$ cat src/hw/wdc_pkg.sv
// Purpose: Constants for the watchdog down counter
// Assumes: Word-addressed register port, 16-bit data
// Notes: Summary of operation below
package wdc_pkg;
	localparam logic [1:0] WDC_ADDR_CTRL = 2'h0;
	localparam logic [1:0] WDC_ADDR_TOUT = 2'h1;
	localparam logic [1:0] WDC_ADDR_CNT = 2'h2;
	localparam int WDC_PSS_HI = 9;
	localparam int WDC_PSS_LO = 8;
	localparam int WDC_CSEL_HI = 6;
	localparam int WDC_CSEL_LO = 5;
	localparam int WDC_LOR_BIT = 4;
	localparam int WDC_SRUN_BIT = 3;
	localparam int WDC_WRUN_BIT = 2;
	localparam int WDC_EN_BIT = 1;
	localparam int WDC_WP_BIT = 0;
	localparam logic [15:0] WDC_CTRL_RST = 16'h0302;
	localparam logic [15:0] WDC_TOUT_RST = 16'hFFFF;
	localparam logic [15:0] WDC_SVC_FIRST = 16'h5555;
	localparam logic [15:0] WDC_SVC_SECOND = 16'hAAAA;
	localparam logic [6:0] WDC_LOR_LAST = 7'h7F;
	localparam logic [9:0] WDC_DIV16_LAST = 10'h00F;
	localparam logic [9:0] WDC_DIV256_LAST = 10'h0FF;
	localparam logic [9:0] WDC_DIV1024_LAST = 10'h3FF;
endpackage : wdc_pkg

$ cat src/hw/wdc_top.sv
// Purpose: Watchdog down counter with prescaler, service sequence and loss-of-reference reset
// Assumes: Clock sources arrive as levels sampled on ref_clk_i; power-down recovery is signalled by ppd_recover_i
// Notes: Source edges are detected in the 50 MHz domain, so sources must be well below 25 MHz
`timescale 1ns/1ps
module wdc_top
	import wdc_pkg::*;
(
	input wire logic ref_clk_i,
	input wire logic rstn_i,
	input wire logic ppd_recover_i,
	input wire logic [1:0] reg_addr_i,
	input wire logic reg_wr_i,
	input wire logic reg_rd_i,
	input wire logic [15:0] reg_wdata_i,
	output logic [15:0] reg_rdata_o,
	input wire logic relaxation_osc_i,
	input wire logic crystal_osc_i,
	input wire logic lpo_1khz_i,
	input wire logic debug_i,
	input wire logic wait_i,
	input wire logic stop_i,
	input wire logic partial_power_down_i,
	input wire logic ref_loss_i,
	output logic chip_reset_o,
	output logic wdog_rst_n_o,
	output logic lor_reset_o
);
	logic [15:0] ctrl_ff;
	logic [15:0] nxt_ctrl;
	logic [15:0] tout_ff;
	logic [15:0] nxt_tout;
	logic [15:0] cnt_ff;
	logic [15:0] nxt_cnt;
	logic armed_ff;
	logic nxt_armed;
	logic [9:0] pre_ff;
	logic [9:0] nxt_pre;
	logic src_ff;
	logic [6:0] lor_ff;
	logic [6:0] nxt_lor;
	logic lor_run_ff;
	logic nxt_lor_run;
	logic [15:0] rdata_ff;
	logic [15:0] nxt_rdata;
	logic to_ff;
	logic ppd_to_ff;
	logic lor_rst_ff;

	// Reset is ignored while recovering from power-down so settings survive
	wire do_rst = !rstn_i && !ppd_recover_i;
	wire wp = ctrl_ff[WDC_WP_BIT];
	wire en = ctrl_ff[WDC_EN_BIT];
	wire wr_ctrl = reg_wr_i && reg_addr_i == WDC_ADDR_CTRL && !wp;
	wire wr_tout = reg_wr_i && reg_addr_i == WDC_ADDR_TOUT && !wp;
	wire wr_cnt = reg_wr_i && reg_addr_i == WDC_ADDR_CNT;
	// Service completes only on the second pattern after an armed first one
	wire svc_done = wr_cnt && armed_ff && reg_wdata_i == WDC_SVC_SECOND;

	// Source selection
	wire [1:0] csel = ctrl_ff[WDC_CSEL_HI:WDC_CSEL_LO];
	wire src_lvl = csel == 2'h0 ? relaxation_osc_i :
		csel == 2'h1 ? crystal_osc_i :
		csel == 2'h2 ? 1'b1 : lpo_1khz_i;
	wire src_rise = csel == 2'h2 ? 1'b1 : (src_lvl && !src_ff);

	// Prescaler terminal count by field
	wire [1:0] prescale_select = ctrl_ff[WDC_PSS_HI:WDC_PSS_LO];
	wire [9:0] pre_last = prescale_select == 2'h0 ? 10'h000 :
		prescale_select == 2'h1 ? WDC_DIV16_LAST :
		prescale_select == 2'h2 ? WDC_DIV256_LAST : WDC_DIV1024_LAST;
	wire pre_tick = src_rise && pre_ff >= pre_last;

	// Low-power modes need both the run bit and enable to keep counting
	wire in_stop = stop_i || partial_power_down_i;
	wire allowed = en && !debug_i
		&& (!in_stop || ctrl_ff[WDC_SRUN_BIT])
		&& (!wait_i || ctrl_ff[WDC_WRUN_BIT]);
	wire halt_reload = (in_stop && !(en && ctrl_ff[WDC_SRUN_BIT]))
		|| (wait_i && !(en && ctrl_ff[WDC_WRUN_BIT]));
	wire count_tick = allowed && pre_tick && !to_ff;

	// Register updates
	always_comb
	begin
		nxt_ctrl = ctrl_ff;
		nxt_tout = tout_ff;
		nxt_armed = armed_ff;
		if (wr_ctrl)
			nxt_ctrl = {6'h00, reg_wdata_i[9:8], 1'b0, reg_wdata_i[6:0]};
		if (wp)
			nxt_ctrl[WDC_WP_BIT] = 1'b1;
		if (wr_tout)
			nxt_tout = reg_wdata_i;
		if (wr_cnt)
			nxt_armed = reg_wdata_i == WDC_SVC_FIRST;
	end

	// Down counter: reload on service, halt or disable; one step per prescaled edge
	always_comb
	begin
		nxt_cnt = cnt_ff;
		nxt_pre = pre_ff;
		if (src_rise && allowed)
			nxt_pre = pre_tick ? 10'h000 : pre_ff + 10'h001;
		if (svc_done || halt_reload || !en)
		begin
			nxt_cnt = tout_ff;
			nxt_pre = 10'h000;
		end
		else if (count_tick && cnt_ff != 16'h0000)
			nxt_cnt = cnt_ff - 16'h0001;
	end

	// Loss-of-reference counter keeps running once started; service restarts it
	always_comb
	begin
		nxt_lor = lor_ff;
		nxt_lor_run = lor_run_ff;
		if (!ctrl_ff[WDC_LOR_BIT])
		begin
			nxt_lor = 7'h00;
			nxt_lor_run = 1'b0;
		end
		else
		begin
			if (ref_loss_i)
				nxt_lor_run = 1'b1;
			if (svc_done)
				nxt_lor = 7'h00;
			else if (lor_run_ff && lor_ff != WDC_LOR_LAST)
				nxt_lor = lor_ff + 7'h01;
		end
	end

	// Read data; enable reads as zero in debug
	always_comb
	begin
		nxt_rdata = 16'h0000;
		if (reg_rd_i)
		begin
			unique case (reg_addr_i)
				WDC_ADDR_CTRL:
				begin
					nxt_rdata = ctrl_ff;
					if (debug_i)
						nxt_rdata[WDC_EN_BIT] = 1'b0;
				end
				WDC_ADDR_TOUT: nxt_rdata = tout_ff;
				WDC_ADDR_CNT: nxt_rdata = cnt_ff;
				default: nxt_rdata = 16'h0000;
			endcase
		end
	end

	// Control and settings
	always_ff @(posedge ref_clk_i)
	begin
		if (do_rst)
		begin
			ctrl_ff <= WDC_CTRL_RST;
			tout_ff <= WDC_TOUT_RST;
			cnt_ff <= WDC_TOUT_RST;
			armed_ff <= 1'b0;
			pre_ff <= 10'h000;
		end
		else
		begin
			ctrl_ff <= nxt_ctrl;
			tout_ff <= nxt_tout;
			cnt_ff <= nxt_cnt;
			armed_ff <= nxt_armed;
			pre_ff <= nxt_pre;
		end
	end

	// Status and outputs
	always_ff @(posedge ref_clk_i)
	begin
		if (do_rst)
		begin
			src_ff <= 1'b0;
			lor_ff <= 7'h00;
			lor_run_ff <= 1'b0;
			rdata_ff <= 16'h0000;
			to_ff <= 1'b0;
			ppd_to_ff <= 1'b0;
			lor_rst_ff <= 1'b0;
		end
		else
		begin
			src_ff <= src_lvl;
			lor_ff <= nxt_lor;
			lor_run_ff <= nxt_lor_run;
			rdata_ff <= nxt_rdata;
			to_ff <= en && !debug_i && cnt_ff == 16'h0000;
			ppd_to_ff <= partial_power_down_i && en && cnt_ff == 16'h0000;
			lor_rst_ff <= ctrl_ff[WDC_LOR_BIT] && lor_ff == WDC_LOR_LAST;
		end
	end

	assign reg_rdata_o = rdata_ff;
	assign chip_reset_o = to_ff;
	assign wdog_rst_n_o = !ppd_to_ff;
	assign lor_reset_o = lor_rst_ff;

	// Checks: all are cut off by the module reset, so the reload that reset performs is never judged
	// A mid-run reset during power-down recovery leaves do_rst low, so checks keep running through it

	// Protected registers must not move at all once locked
	AST_WP_HOLDS: assert property (@(posedge ref_clk_i) disable iff (do_rst)
		wp |=> $stable(ctrl_ff) && $stable(tout_ff))
		else $error("protected regs changed");

	// Lock bit is sticky until module reset
	AST_WP_STICKY: assert property (@(posedge ref_clk_i) disable iff (do_rst)
		wp |=> wp)
		else $error("write protect cleared");

	// Unlocked control write lands its prescale field
	AST_CTRL_WRITE: assert property (@(posedge ref_clk_i) disable iff (do_rst)
		wr_ctrl |=> ctrl_ff[WDC_PSS_HI:WDC_PSS_LO] == $past(reg_wdata_i[9:8]))
		else $error("control write lost");

	// Unlocked timeout write lands whole
	AST_TOUT_WRITE: assert property (@(posedge ref_clk_i) disable iff (do_rst)
		wr_tout |=> tout_ff == $past(reg_wdata_i))
		else $error("timeout write lost");

	// Reserved control bits never hold a one
	AST_RESERVED_ZERO: assert property (@(posedge ref_clk_i) disable iff (do_rst)
		ctrl_ff[15:10] == 6'h00 && !ctrl_ff[7])
		else $error("reserved control bit set");

	// Completed service pair reloads from the timeout value
	AST_SVC_RELOAD: assert property (@(posedge ref_clk_i) disable iff (do_rst)
		svc_done |=> cnt_ff == $past(tout_ff))
		else $error("service did not reload");

	// First pattern always arms the pair
	AST_ARM_FIRST: assert property (@(posedge ref_clk_i) disable iff (do_rst)
		(wr_cnt && reg_wdata_i == WDC_SVC_FIRST) |=> armed_ff)
		else $error("first pattern did not arm");

	// Accesses elsewhere keep the pair armed
	AST_ARM_KEEP: assert property (@(posedge ref_clk_i) disable iff (do_rst)
		(armed_ff && !wr_cnt) |=> armed_ff)
		else $error("arm lost without count write");

	// A second pattern without arming only counts on as usual
	AST_LONE_SECOND: assert property (@(posedge ref_clk_i) disable iff (do_rst)
		(wr_cnt && !armed_ff && !halt_reload && count_tick && cnt_ff != 16'h0000)
		|=> cnt_ff == $past(cnt_ff) - 16'h0001)
		else $error("unarmed write changed count");

	// Zero count with the counter live raises chip reset
	AST_ZERO_RESET: assert property (@(posedge ref_clk_i) disable iff (do_rst)
		(en && !debug_i && cnt_ff == 16'h0000) |=> chip_reset_o)
		else $error("no reset at zero");

	// After timeout the count stays put until serviced, disabled or halted by a low-power mode
	AST_TIMEOUT_FREEZE: assert property (@(posedge ref_clk_i) disable iff (do_rst)
		(to_ff && en && !svc_done && !halt_reload) |=> $stable(cnt_ff))
		else $error("count moved after timeout");

	// Debug freezes the count
	AST_DEBUG_HOLD: assert property (@(posedge ref_clk_i) disable iff (do_rst)
		(debug_i && en && !svc_done && !halt_reload) |=> $stable(cnt_ff))
		else $error("counted in debug");

	// Debug never lets the timeout reach the chip
	AST_DEBUG_NO_RESET: assert property (@(posedge ref_clk_i) disable iff (do_rst)
		debug_i |=> !chip_reset_o)
		else $error("reset issued in debug");

	// Enable bit reads as zero in debug
	AST_DEBUG_READ: assert property (@(posedge ref_clk_i) disable iff (do_rst)
		(reg_rd_i && reg_addr_i == WDC_ADDR_CTRL && debug_i) |=> !reg_rdata_o[WDC_EN_BIT])
		else $error("enable visible in debug");

	// Count register reads the live count
	AST_CNT_READ: assert property (@(posedge ref_clk_i) disable iff (do_rst)
		(reg_rd_i && reg_addr_i == WDC_ADDR_CNT) |=> reg_rdata_o == $past(cnt_ff))
		else $error("count read wrong");

	// Read data is zero outside the answer cycle
	AST_NO_READ_ZERO: assert property (@(posedge ref_clk_i) disable iff (do_rst)
		!reg_rd_i |=> reg_rdata_o == 16'h0000)
		else $error("read data without read");

	// Stop without run permission reloads
	AST_STOP_RELOAD: assert property (@(posedge ref_clk_i) disable iff (do_rst)
		(stop_i && !ctrl_ff[WDC_SRUN_BIT]) |=> cnt_ff == $past(tout_ff))
		else $error("stop did not reload");

	// Wait without run permission reloads
	AST_WAIT_RELOAD: assert property (@(posedge ref_clk_i) disable iff (do_rst)
		(wait_i && !ctrl_ff[WDC_WRUN_BIT]) |=> cnt_ff == $past(tout_ff))
		else $error("wait did not reload");

	// Disabled counter sits at the timeout value, so re-enabling starts a full period
	AST_ENABLE_OFF_RELOAD: assert property (@(posedge ref_clk_i) disable iff (do_rst)
		!en |=> cnt_ff == $past(tout_ff))
		else $error("disabled count not reloaded");

	// One step per prescaled edge
	AST_STEP_ONE: assert property (@(posedge ref_clk_i) disable iff (do_rst)
		(count_tick && !svc_done && !halt_reload && cnt_ff != 16'h0000)
		|=> cnt_ff == $past(cnt_ff) - 16'h0001)
		else $error("bad decrement");

	// Loss-of-reference reset needs its enable
	AST_LOR_OFF: assert property (@(posedge ref_clk_i) disable iff (do_rst)
		!ctrl_ff[WDC_LOR_BIT] |=> !lor_reset_o)
		else $error("lor reset while disabled");

	// Terminal loss count raises the reset
	AST_LOR_TIME: assert property (@(posedge ref_clk_i) disable iff (do_rst)
		(ctrl_ff[WDC_LOR_BIT] && lor_ff == WDC_LOR_LAST) |=> lor_reset_o)
		else $error("lor reset missing");

	// Running loss counter steps by one each cycle
	AST_LOR_STEP: assert property (@(posedge ref_clk_i) disable iff (do_rst)
		(ctrl_ff[WDC_LOR_BIT] && lor_run_ff && !svc_done && lor_ff != WDC_LOR_LAST)
		|=> lor_ff == $past(lor_ff) + 7'h01)
		else $error("lor count step wrong");

	// Service restarts the loss counter
	AST_LOR_CLEAR: assert property (@(posedge ref_clk_i) disable iff (do_rst)
		(ctrl_ff[WDC_LOR_BIT] && svc_done) |=> lor_ff == 7'h00)
		else $error("service did not restart lor");

	// Timeout in power-down pulls the wake line low
	AST_PPD_WAKE: assert property (@(posedge ref_clk_i) disable iff (do_rst)
		(partial_power_down_i && en && cnt_ff == 16'h0000) |=> !wdog_rst_n_o)
		else $error("no wake reset");

	// Main scenarios
	COV_SERVICE: cover property (@(posedge ref_clk_i) svc_done);
	// Timeout reached
	COV_TIMEOUT: cover property (@(posedge ref_clk_i) chip_reset_o);
	// Loss-of-reference reset reached
	COV_LOR: cover property (@(posedge ref_clk_i) lor_reset_o);
	// Write attempted while locked
	COV_PROTECT: cover property (@(posedge ref_clk_i) wp && reg_wr_i);
	// Wakeup from power-down
	COV_PPD_WAKE: cover property (@(posedge ref_clk_i) !wdog_rst_n_o);
endmodule : wdc_top

$ cat config.mk
export PLATFORM = sky130hd
export DESIGN_NAME = wdc_top
export DESIGN_NICKNAME = d
export VERILOG_FILES = /design/src/hw/wdc_pkg.sv /design/src/hw/wdc_top.sv
export SDC_FILE = /design/constraint.sdc
export NUM_CORES = 1
export LEC_CHECK = 0
export BUFFER_PORTS_ARGS = -buffer_cell sky130_fd_sc_hd__buf_2
export CAP_MARGIN = 20
export CORE_ASPECT_RATIO = 0.75
export CORE_MARGIN = 5
export CORE_UTILIZATION = 50
export CTS_CLUSTER_DIAMETER = 30
export DETAILED_ROUTE_END_ITERATION = 7
export PLACE_DENSITY_LB_ADDON = 0.1
export SYNTH_ARGS = -nofsm -noshare
export SYNTH_HDL_FRONTEND = slang
export SYNTH_SLANG_ARGS = --single-unit
$ cat constraint.sdc
create_clock -name ref_clk_i -period 7.2 [get_ports ref_clk_i]
set_input_delay 2.16 -clock ref_clk_i [delete_from_list [all_inputs] [get_ports ref_clk_i]]
set_output_delay 2.16 -clock ref_clk_i [all_outputs]
set_load 0.02 [all_outputs]
## After elaboration in Yosys (flattened, before gate mapping)

Cells that the tools add are included.

| operators by class | value |
|---|---|
| add/sub/neg operators | 3 |
| order comparisons | 1 |
| equality and inequality tests | 10 |
| multiplexer cells | 14 |
| bitwise gates (word level) | 2 |
| reduce and logical (&&, ||, !) cells | 55 |

Operators with widths:

| operator | count |
|---|---|
| 16-bit case mux with 3 select lines | 1 |
| 10-bit 2-to-1 mux | 4 |
| 16-bit 2-to-1 mux | 2 |
| 1-bit logical AND | 26 |
| 16-bit by 15-bit equality test with 1-bit output (second input constant) | 1 |
| 16-bit equality test (second input constant) | 1 |
| 16-bit logical NOT | 1 |
| 16-bit nonzero test | 1 |
| 16-bit by 1-bit subtractor with 16-bit output (second input constant) | 1 |
| 1-bit logical NOT | 12 |
| 10-bit by 1-bit adder with 10-bit output (second input constant) | 1 |
| 10-bit >= comparator | 1 |
| 7-bit by 1-bit adder with 7-bit output (second input constant) | 1 |
| 7-bit equality test (second input constant) | 1 |
| 1-bit 2-to-1 mux | 7 |
| 7-bit inequality test (second input constant) | 1 |
| 2-bit by 1-bit equality test with 1-bit output (second input constant) | 3 |
| 2-bit equality test (second input constant) | 3 |
| 2-bit logical NOT | 3 |
| 1-bit logical OR | 6 |
| 2-bit OR reduction | 3 |
| 2-bit nonzero test | 2 |
| 3-bit OR reduction | 1 |
| 1-bit NOT | 2 |

| storage, ports and cells | value |
|---|---|
| register bits | 80 |
| bits of input ports | 31 |
| output and inout port bits | 19 |
| word-level logic and storage cells | 98 |

## Longest topological paths before layout

| logic depth | value |
|---|---|
| word-level depth | 12 |
| gate-level depth with buffers | 10 |
| mapped depth without buffers | 8 |

## Least setup slack after synthesis

Ideal clock, no wire load.

| path | value |
|---|---|
| path type | input port to flip-flop |
| start | in crystal_osc_i |
| end | reg cnt_ff[8] |
| setup time | 0.062 ns |
| arrival | 3.728 ns |
| required time | 7.138 ns |
| setup slack | 3.410 ns |
| stages | 7 |
| buffers on the path | 1 |
| cell sequence | nand3b_1 -> a21oi_2 -> o2111ai_2 -> buf_6 -> or4_4 -> or4_1 -> nand3_1 |

| on the way | value |
|---|---|
| cells in the longest elaborated chain, start to end | 9 |

RTL lines:

| item | RTL line | source |
|---|---|---|
| from (decl) | wdc_top.sv:17 | `input wire logic crystal_osc_i,` |
| 1-bit 2-to-1 mux | wdc_top.sv:62 | `csel == 2'h1 ? crystal_osc_i :` |
| 1-bit 2-to-1 mux | wdc_top.sv:61 | `wire src_lvl = csel == 2'h0 ? relaxation_osc_i :` |
| 1-bit logical AND | wdc_top.sv:64 | `wire src_rise = csel == 2'h2 ? 1'b1 : (src_lvl && !src_ff);` |
| 1-bit 2-to-1 mux | wdc_top.sv:64 |  |
| 1-bit logical AND | wdc_top.sv:71 | `wire pre_tick = src_rise && pre_ff >= pre_last;` |
| 1-bit logical AND (2 in series) | wdc_top.sv:80 | `wire count_tick = allowed && pre_tick && !to_ff;` |
| 1-bit logical AND | wdc_top.sv:110 | `else if (count_tick && cnt_ff != 16'h0000)` |
| 2-bit nonzero test (no source line) | -- |  |
| to (signal assigned) | wdc_top.sv:170 | `cnt_ff <= nxt_cnt;` |
| to (decl) | wdc_top.sv:32 | `logic [15:0] cnt_ff;` |

No other way between the ends.
A chain may end at the register's enable or synchronous reset.

## Worst setup path after layout

| path | value |
|---|---|
| start | in reg_addr_i[1] |
| end | reg cnt_ff[7] |

| on the way | value |
|---|---|
| cells in the longest elaborated chain, start to end | 7 |
| elaborated cells between the ends (all ways) | 8 |
| classes of those cells | eq/ne: 1; mux: 1; reduce/logical: 6 |

RTL lines:

| item | RTL line | source |
|---|---|---|
| from (decl) | wdc_top.sv:11 | `input wire logic [1:0] reg_addr_i,` |
| 2-bit equality test * | wdc_top.sv:55 | `wire wr_cnt = reg_wr_i && reg_addr_i == WDC_ADDR_CNT;` |
| 1-bit logical AND * | wdc_top.sv:55 |  |
| 1-bit logical AND * (2 in series) | wdc_top.sv:57 | `wire svc_done = wr_cnt && armed_ff && reg_wdata_i == WDC_SVC_SECOND;` |
| 1-bit logical OR * (2 in series) | wdc_top.sv:105 | `if (svc_done \|\| halt_reload \|\| !en)` |
| 16-bit 2-to-1 mux or 2-bit nonzero test (tied branches) | -- |  |

Mark *: on every way between the ends. The rest lies on a longest branch, timed or not.

==> summary.txt <==
Outcome
  • Status: finished, final reports clean

Floorplanning
  • Core area: 0.00785 mm²
  • Die area: 0.00988 mm²
  • Num ports: 50
  • Die Ht: 87.3 µm
  • Die X-Extent: around 110 µm
  • Row Count: 28
  • Initial Utilization: 50.8%

Clocking
  • Worst-path clk slew: 0.08 ns
  • Clock tree buffer depth: 2
  • H-tree depth: 3
  • Post-CTS Hold Buffers: 0
  • Worst-Skew Late Latency: 0.36 ns
  • TritonCTS buffer count: 9
  • # Post-CTS Setup Buffers: 0
  • Post-CTS Resized: 0
  • Clock net sink count: 80
  • CTS tree: yes
  • Clock Root Buffer: clkbuf_8

Critical path
  • FF-to-FF End: cnt_ff[11]
  • Req. time, crit path: ~7.5 ns
  • FF-to-FF path depth: 8
  • Startpoint Class: primary input
  • Reg2reg start: ctrl_ff[9]
  • Crit path capture type: flip-flop
  • Cells along the critical path: buf_2 -> nor2b_1 -> nand4_1 -> o21a_1 -> nand2_1 -> a21oi_1 -> a2111o_1
  • Crit-path max cell delay: 0.59 ns
  • CP arrival: between 4 and 5 ns
  • Critical path's slowest cell: nor2b_1
  • Critical path peak fanout: 24
  • Crit Path Class: primary input to flip-flop
  • R2R Setup Slk: 4.13 ns

Timing
  • Minimum clock period after layout: 4.19 ns
  • Max-slew violation count: 0
  • Total Neg Setup Slack: 0 ns
  • Final hold vios: 0
  • Crit share post-route: 58.2%
  • RSZ-0062 raised after global routing: false
  • Skew final: between 0.01 and 0.015 ns
  • Setup-failing EPs final: 0
  • Pin slew with the least headroom to its limit: 1.03 ns
  • Fmax: around 240 MHz
  • Max-slew headroom: 31.1%

Power and ir drop
  • Clock share of power: 35.5%
  • Switching power: 0.308 mW
  • VDD IR max: 0.154 mV
  • PD cells: 232 mW/mm²
  • Internal Power: 0.731 mW
  • Lkg Pwr: 1.77 nW
  • Comb power frac: between 10 and 15%
  • Sw frac: 29.7%
  • Sequential Power Share: 50.7%

Placed design
  • Gpl congestion: 0.869
  • I/O Buffers: 49
  • Post-DP HPWL: ~8.1 mm
  • Placed insts: 623

Final layout
  • Final cell count without fillers: 639
  • Most frequent cells in the layout: dfxtp_1 (80), nand2_1 (73), nor2_1 (64)
  • Antenna cells: 0
  • Post-layout nets: 571
  • Layout area overhead: 12.6%
  • Share of cells above drive strength 1: about 15%
  • Commonest non-fill, non-tap cell in the layout: dfxtp_1

Route
  • Iteration-0 DRC Markers: 386
  • Vias: 3789
  • Vias per cell: ~6
  • Detail Route Antenna Nets: 0
  • DR pass1 iterations: 5
  • DRC: 0
  • Total Wirelength: 11.0 mm
  • Routed wire per std cell: between 15 and 20 µm

GRT
  • Vias in the first global route: 3591
  • Initial antenna violation count: 0
  • Largest net degree at the start of global routing: 36
  • Gr ovfl total: 0
  • First-pass GRT wire length: about 18 mm
  • GRT Total Usage: 23.0%

Yosys
  • Leading area contributor after synthesis: dfxtp_1
  • Synth area leaders: dfxtp_1 (40%), nand2_1 (6.9%), nor2_1 (6.1%)
  • Share of the synthesized area in the top cell type: 40.2%
  • Post-synth EDFFs: 0
  • Syn. warnings: 0
  • Post-synth cell types: 59
  • Synth Cell Area: 0.00399 mm²
  • Most used flip-flop cell after synthesis: dfxtp_1
  • Syn_nets: 536
  • Register area share after synthesis: 40.2%
  • Synth async-reset ratio: 0%
  • Mapped Avg Cell Area: 8.07 µm²
  • Mapped Cells: 494
  • Synthesis-stage register bit count: 80

Worst hold path
  • HP Class: flip-flop to flip-flop
  • WHS Path Cells: 2
  • Hold path startpoint: lor_ff[6]
  • Hold worst-path end: lor_ff[6]

Job
  • MaxCap Viol Count: 0
==> Yosys cell counts, types with 2 or more instances <==
cell,instances
dfxtp_1,80
nand2_1,73
nor2_1,65
a21oi_1,33
nand3_1,32
clkbuf_1,19
nor4_1,18
nor3_1,17
nand4_1,16
mux2i_1,12
ha_1,11
inv_1,11
a22oi_1,7
and3_1,7
xnor2_1,7
nand4b_1,6
xor2_1,6
o211ai_1,5
a2111oi_0,4
and2_1,4
buf_1,4
nand2b_1,4
o311ai_1,4
buf_2,3
or3_1,3
or4_1,3
and4b_1,2
nand3b_1,2
nor2b_1,2
nor4_2,2
nor4b_1,2
o31a_1,2
or2_1,2
==> kinds of logic after synthesis <==
| kind of cell | Yosys count | synth area share [%] |
|---|---|---|
| simple gates | 267 | 33.3 |
| flops | 80 | 40.2 |
| fa+ha+maj | 11 | 3.45 |
| xor+xnor | 13 | 2.86 |
| compound gates | 72 | 13.2 |
| mux | 12 | 3.01 |
| buf+inv | 39 | 3.95 |
==> final cells by class <==
class,instances,area (µm²)
Fill cell,741,3360
Multi-Input combinational cell,375,2230
Inverter,12,45.0
Tap cell,105,131
Timing Repair Buffer,51,260
Clock inverter,7,96.3
Sequential cell,80,1600
Clock buffer,9,124
==> sequential cells by signal, indices dropped and copies added, names as in the netlist <==
register,count
armed_ff,1
ppd_to_ff,1
lor_ff,7
reg_rdata_o,16
tout_ff,16
lor_reset_o,1
chip_reset_o,1
cnt_ff,16
lor_run_ff,1
ctrl_ff,9
src_ff,1
pre_ff,10
==> worst max path at each step <==
stage                             start  slack, ns  depth (start not counted)    endpoint
after detailed placement  reg_addr_i[1]       2.70                          7   cnt_ff[7]
final                     reg_addr_i[1]       3.01                          7   cnt_ff[7]
after floorplan           crystal_osc_i       3.41                          7   cnt_ff[8]
after global routing      reg_addr_i[1]       2.80                          7  cnt_ff[11]
after global placement    reg_addr_i[1]       2.81                          7   cnt_ff[7]
after CTS                 reg_addr_i[1]       3.08                          7   cnt_ff[7]
==> worst max-delay path, delay by kind of cell <==
family | cells | cell delay [ns]
buf+inv | 1 | 0.27
compound gates | 3 | 0.97
simple gates | 3 | 1.03
==> metal layers <==
| metal | global-route usage (%) | wire (µm) | vias up |
|---|---|---|---|
| met5 | 0 | 0 | - |
| li1 | - | - | 1846 |
| met4 | 7.10 | 161 | 0 |
| met3 | 5.90 | 721 | 15 |
| met2 | 34.0 | 4840 | 118 |
| met1 | 33.0 | 5300 | 1810 |
==> stage by stage <==
| step | hold WS [ns] | instance area, µm² | utilization, % | power, mW | setup WS, ns |
|---|---|---|---|---|---|
| 3_3_place_gp | 0.458 | 4270 | 54.4 | 0.673 | 2.81 |
| 5_1_grt | 0.520 | 4490 | 57.2 | 1.09 | 2.80 |
| 6_report | 0.493 | 4490 | 57.2 | 1.04 | 3.01 |
| 2_1_floorplan | 0.441 | 3990 | - | 0.621 | 3.41 |
| 4_1_cts | 0.498 | 4490 | 57.2 | 1.04 | 3.08 |
| 3_5_place_dp | 0.477 | 4270 | 54.4 | 0.678 | 2.70 |
==> power by group through the flow <==
stage	clock network [mW]	registers, mW	logic, mW
after floorplan	0	0.527	0.0937
after global placement	0	0.534	0.139
after detailed placement	0	0.536	0.142
after CTS	0.374	0.525	0.143
after global routing	0.396	0.531	0.160
final	0.369	0.527	0.143
Power figures use the tool's default switching activity.
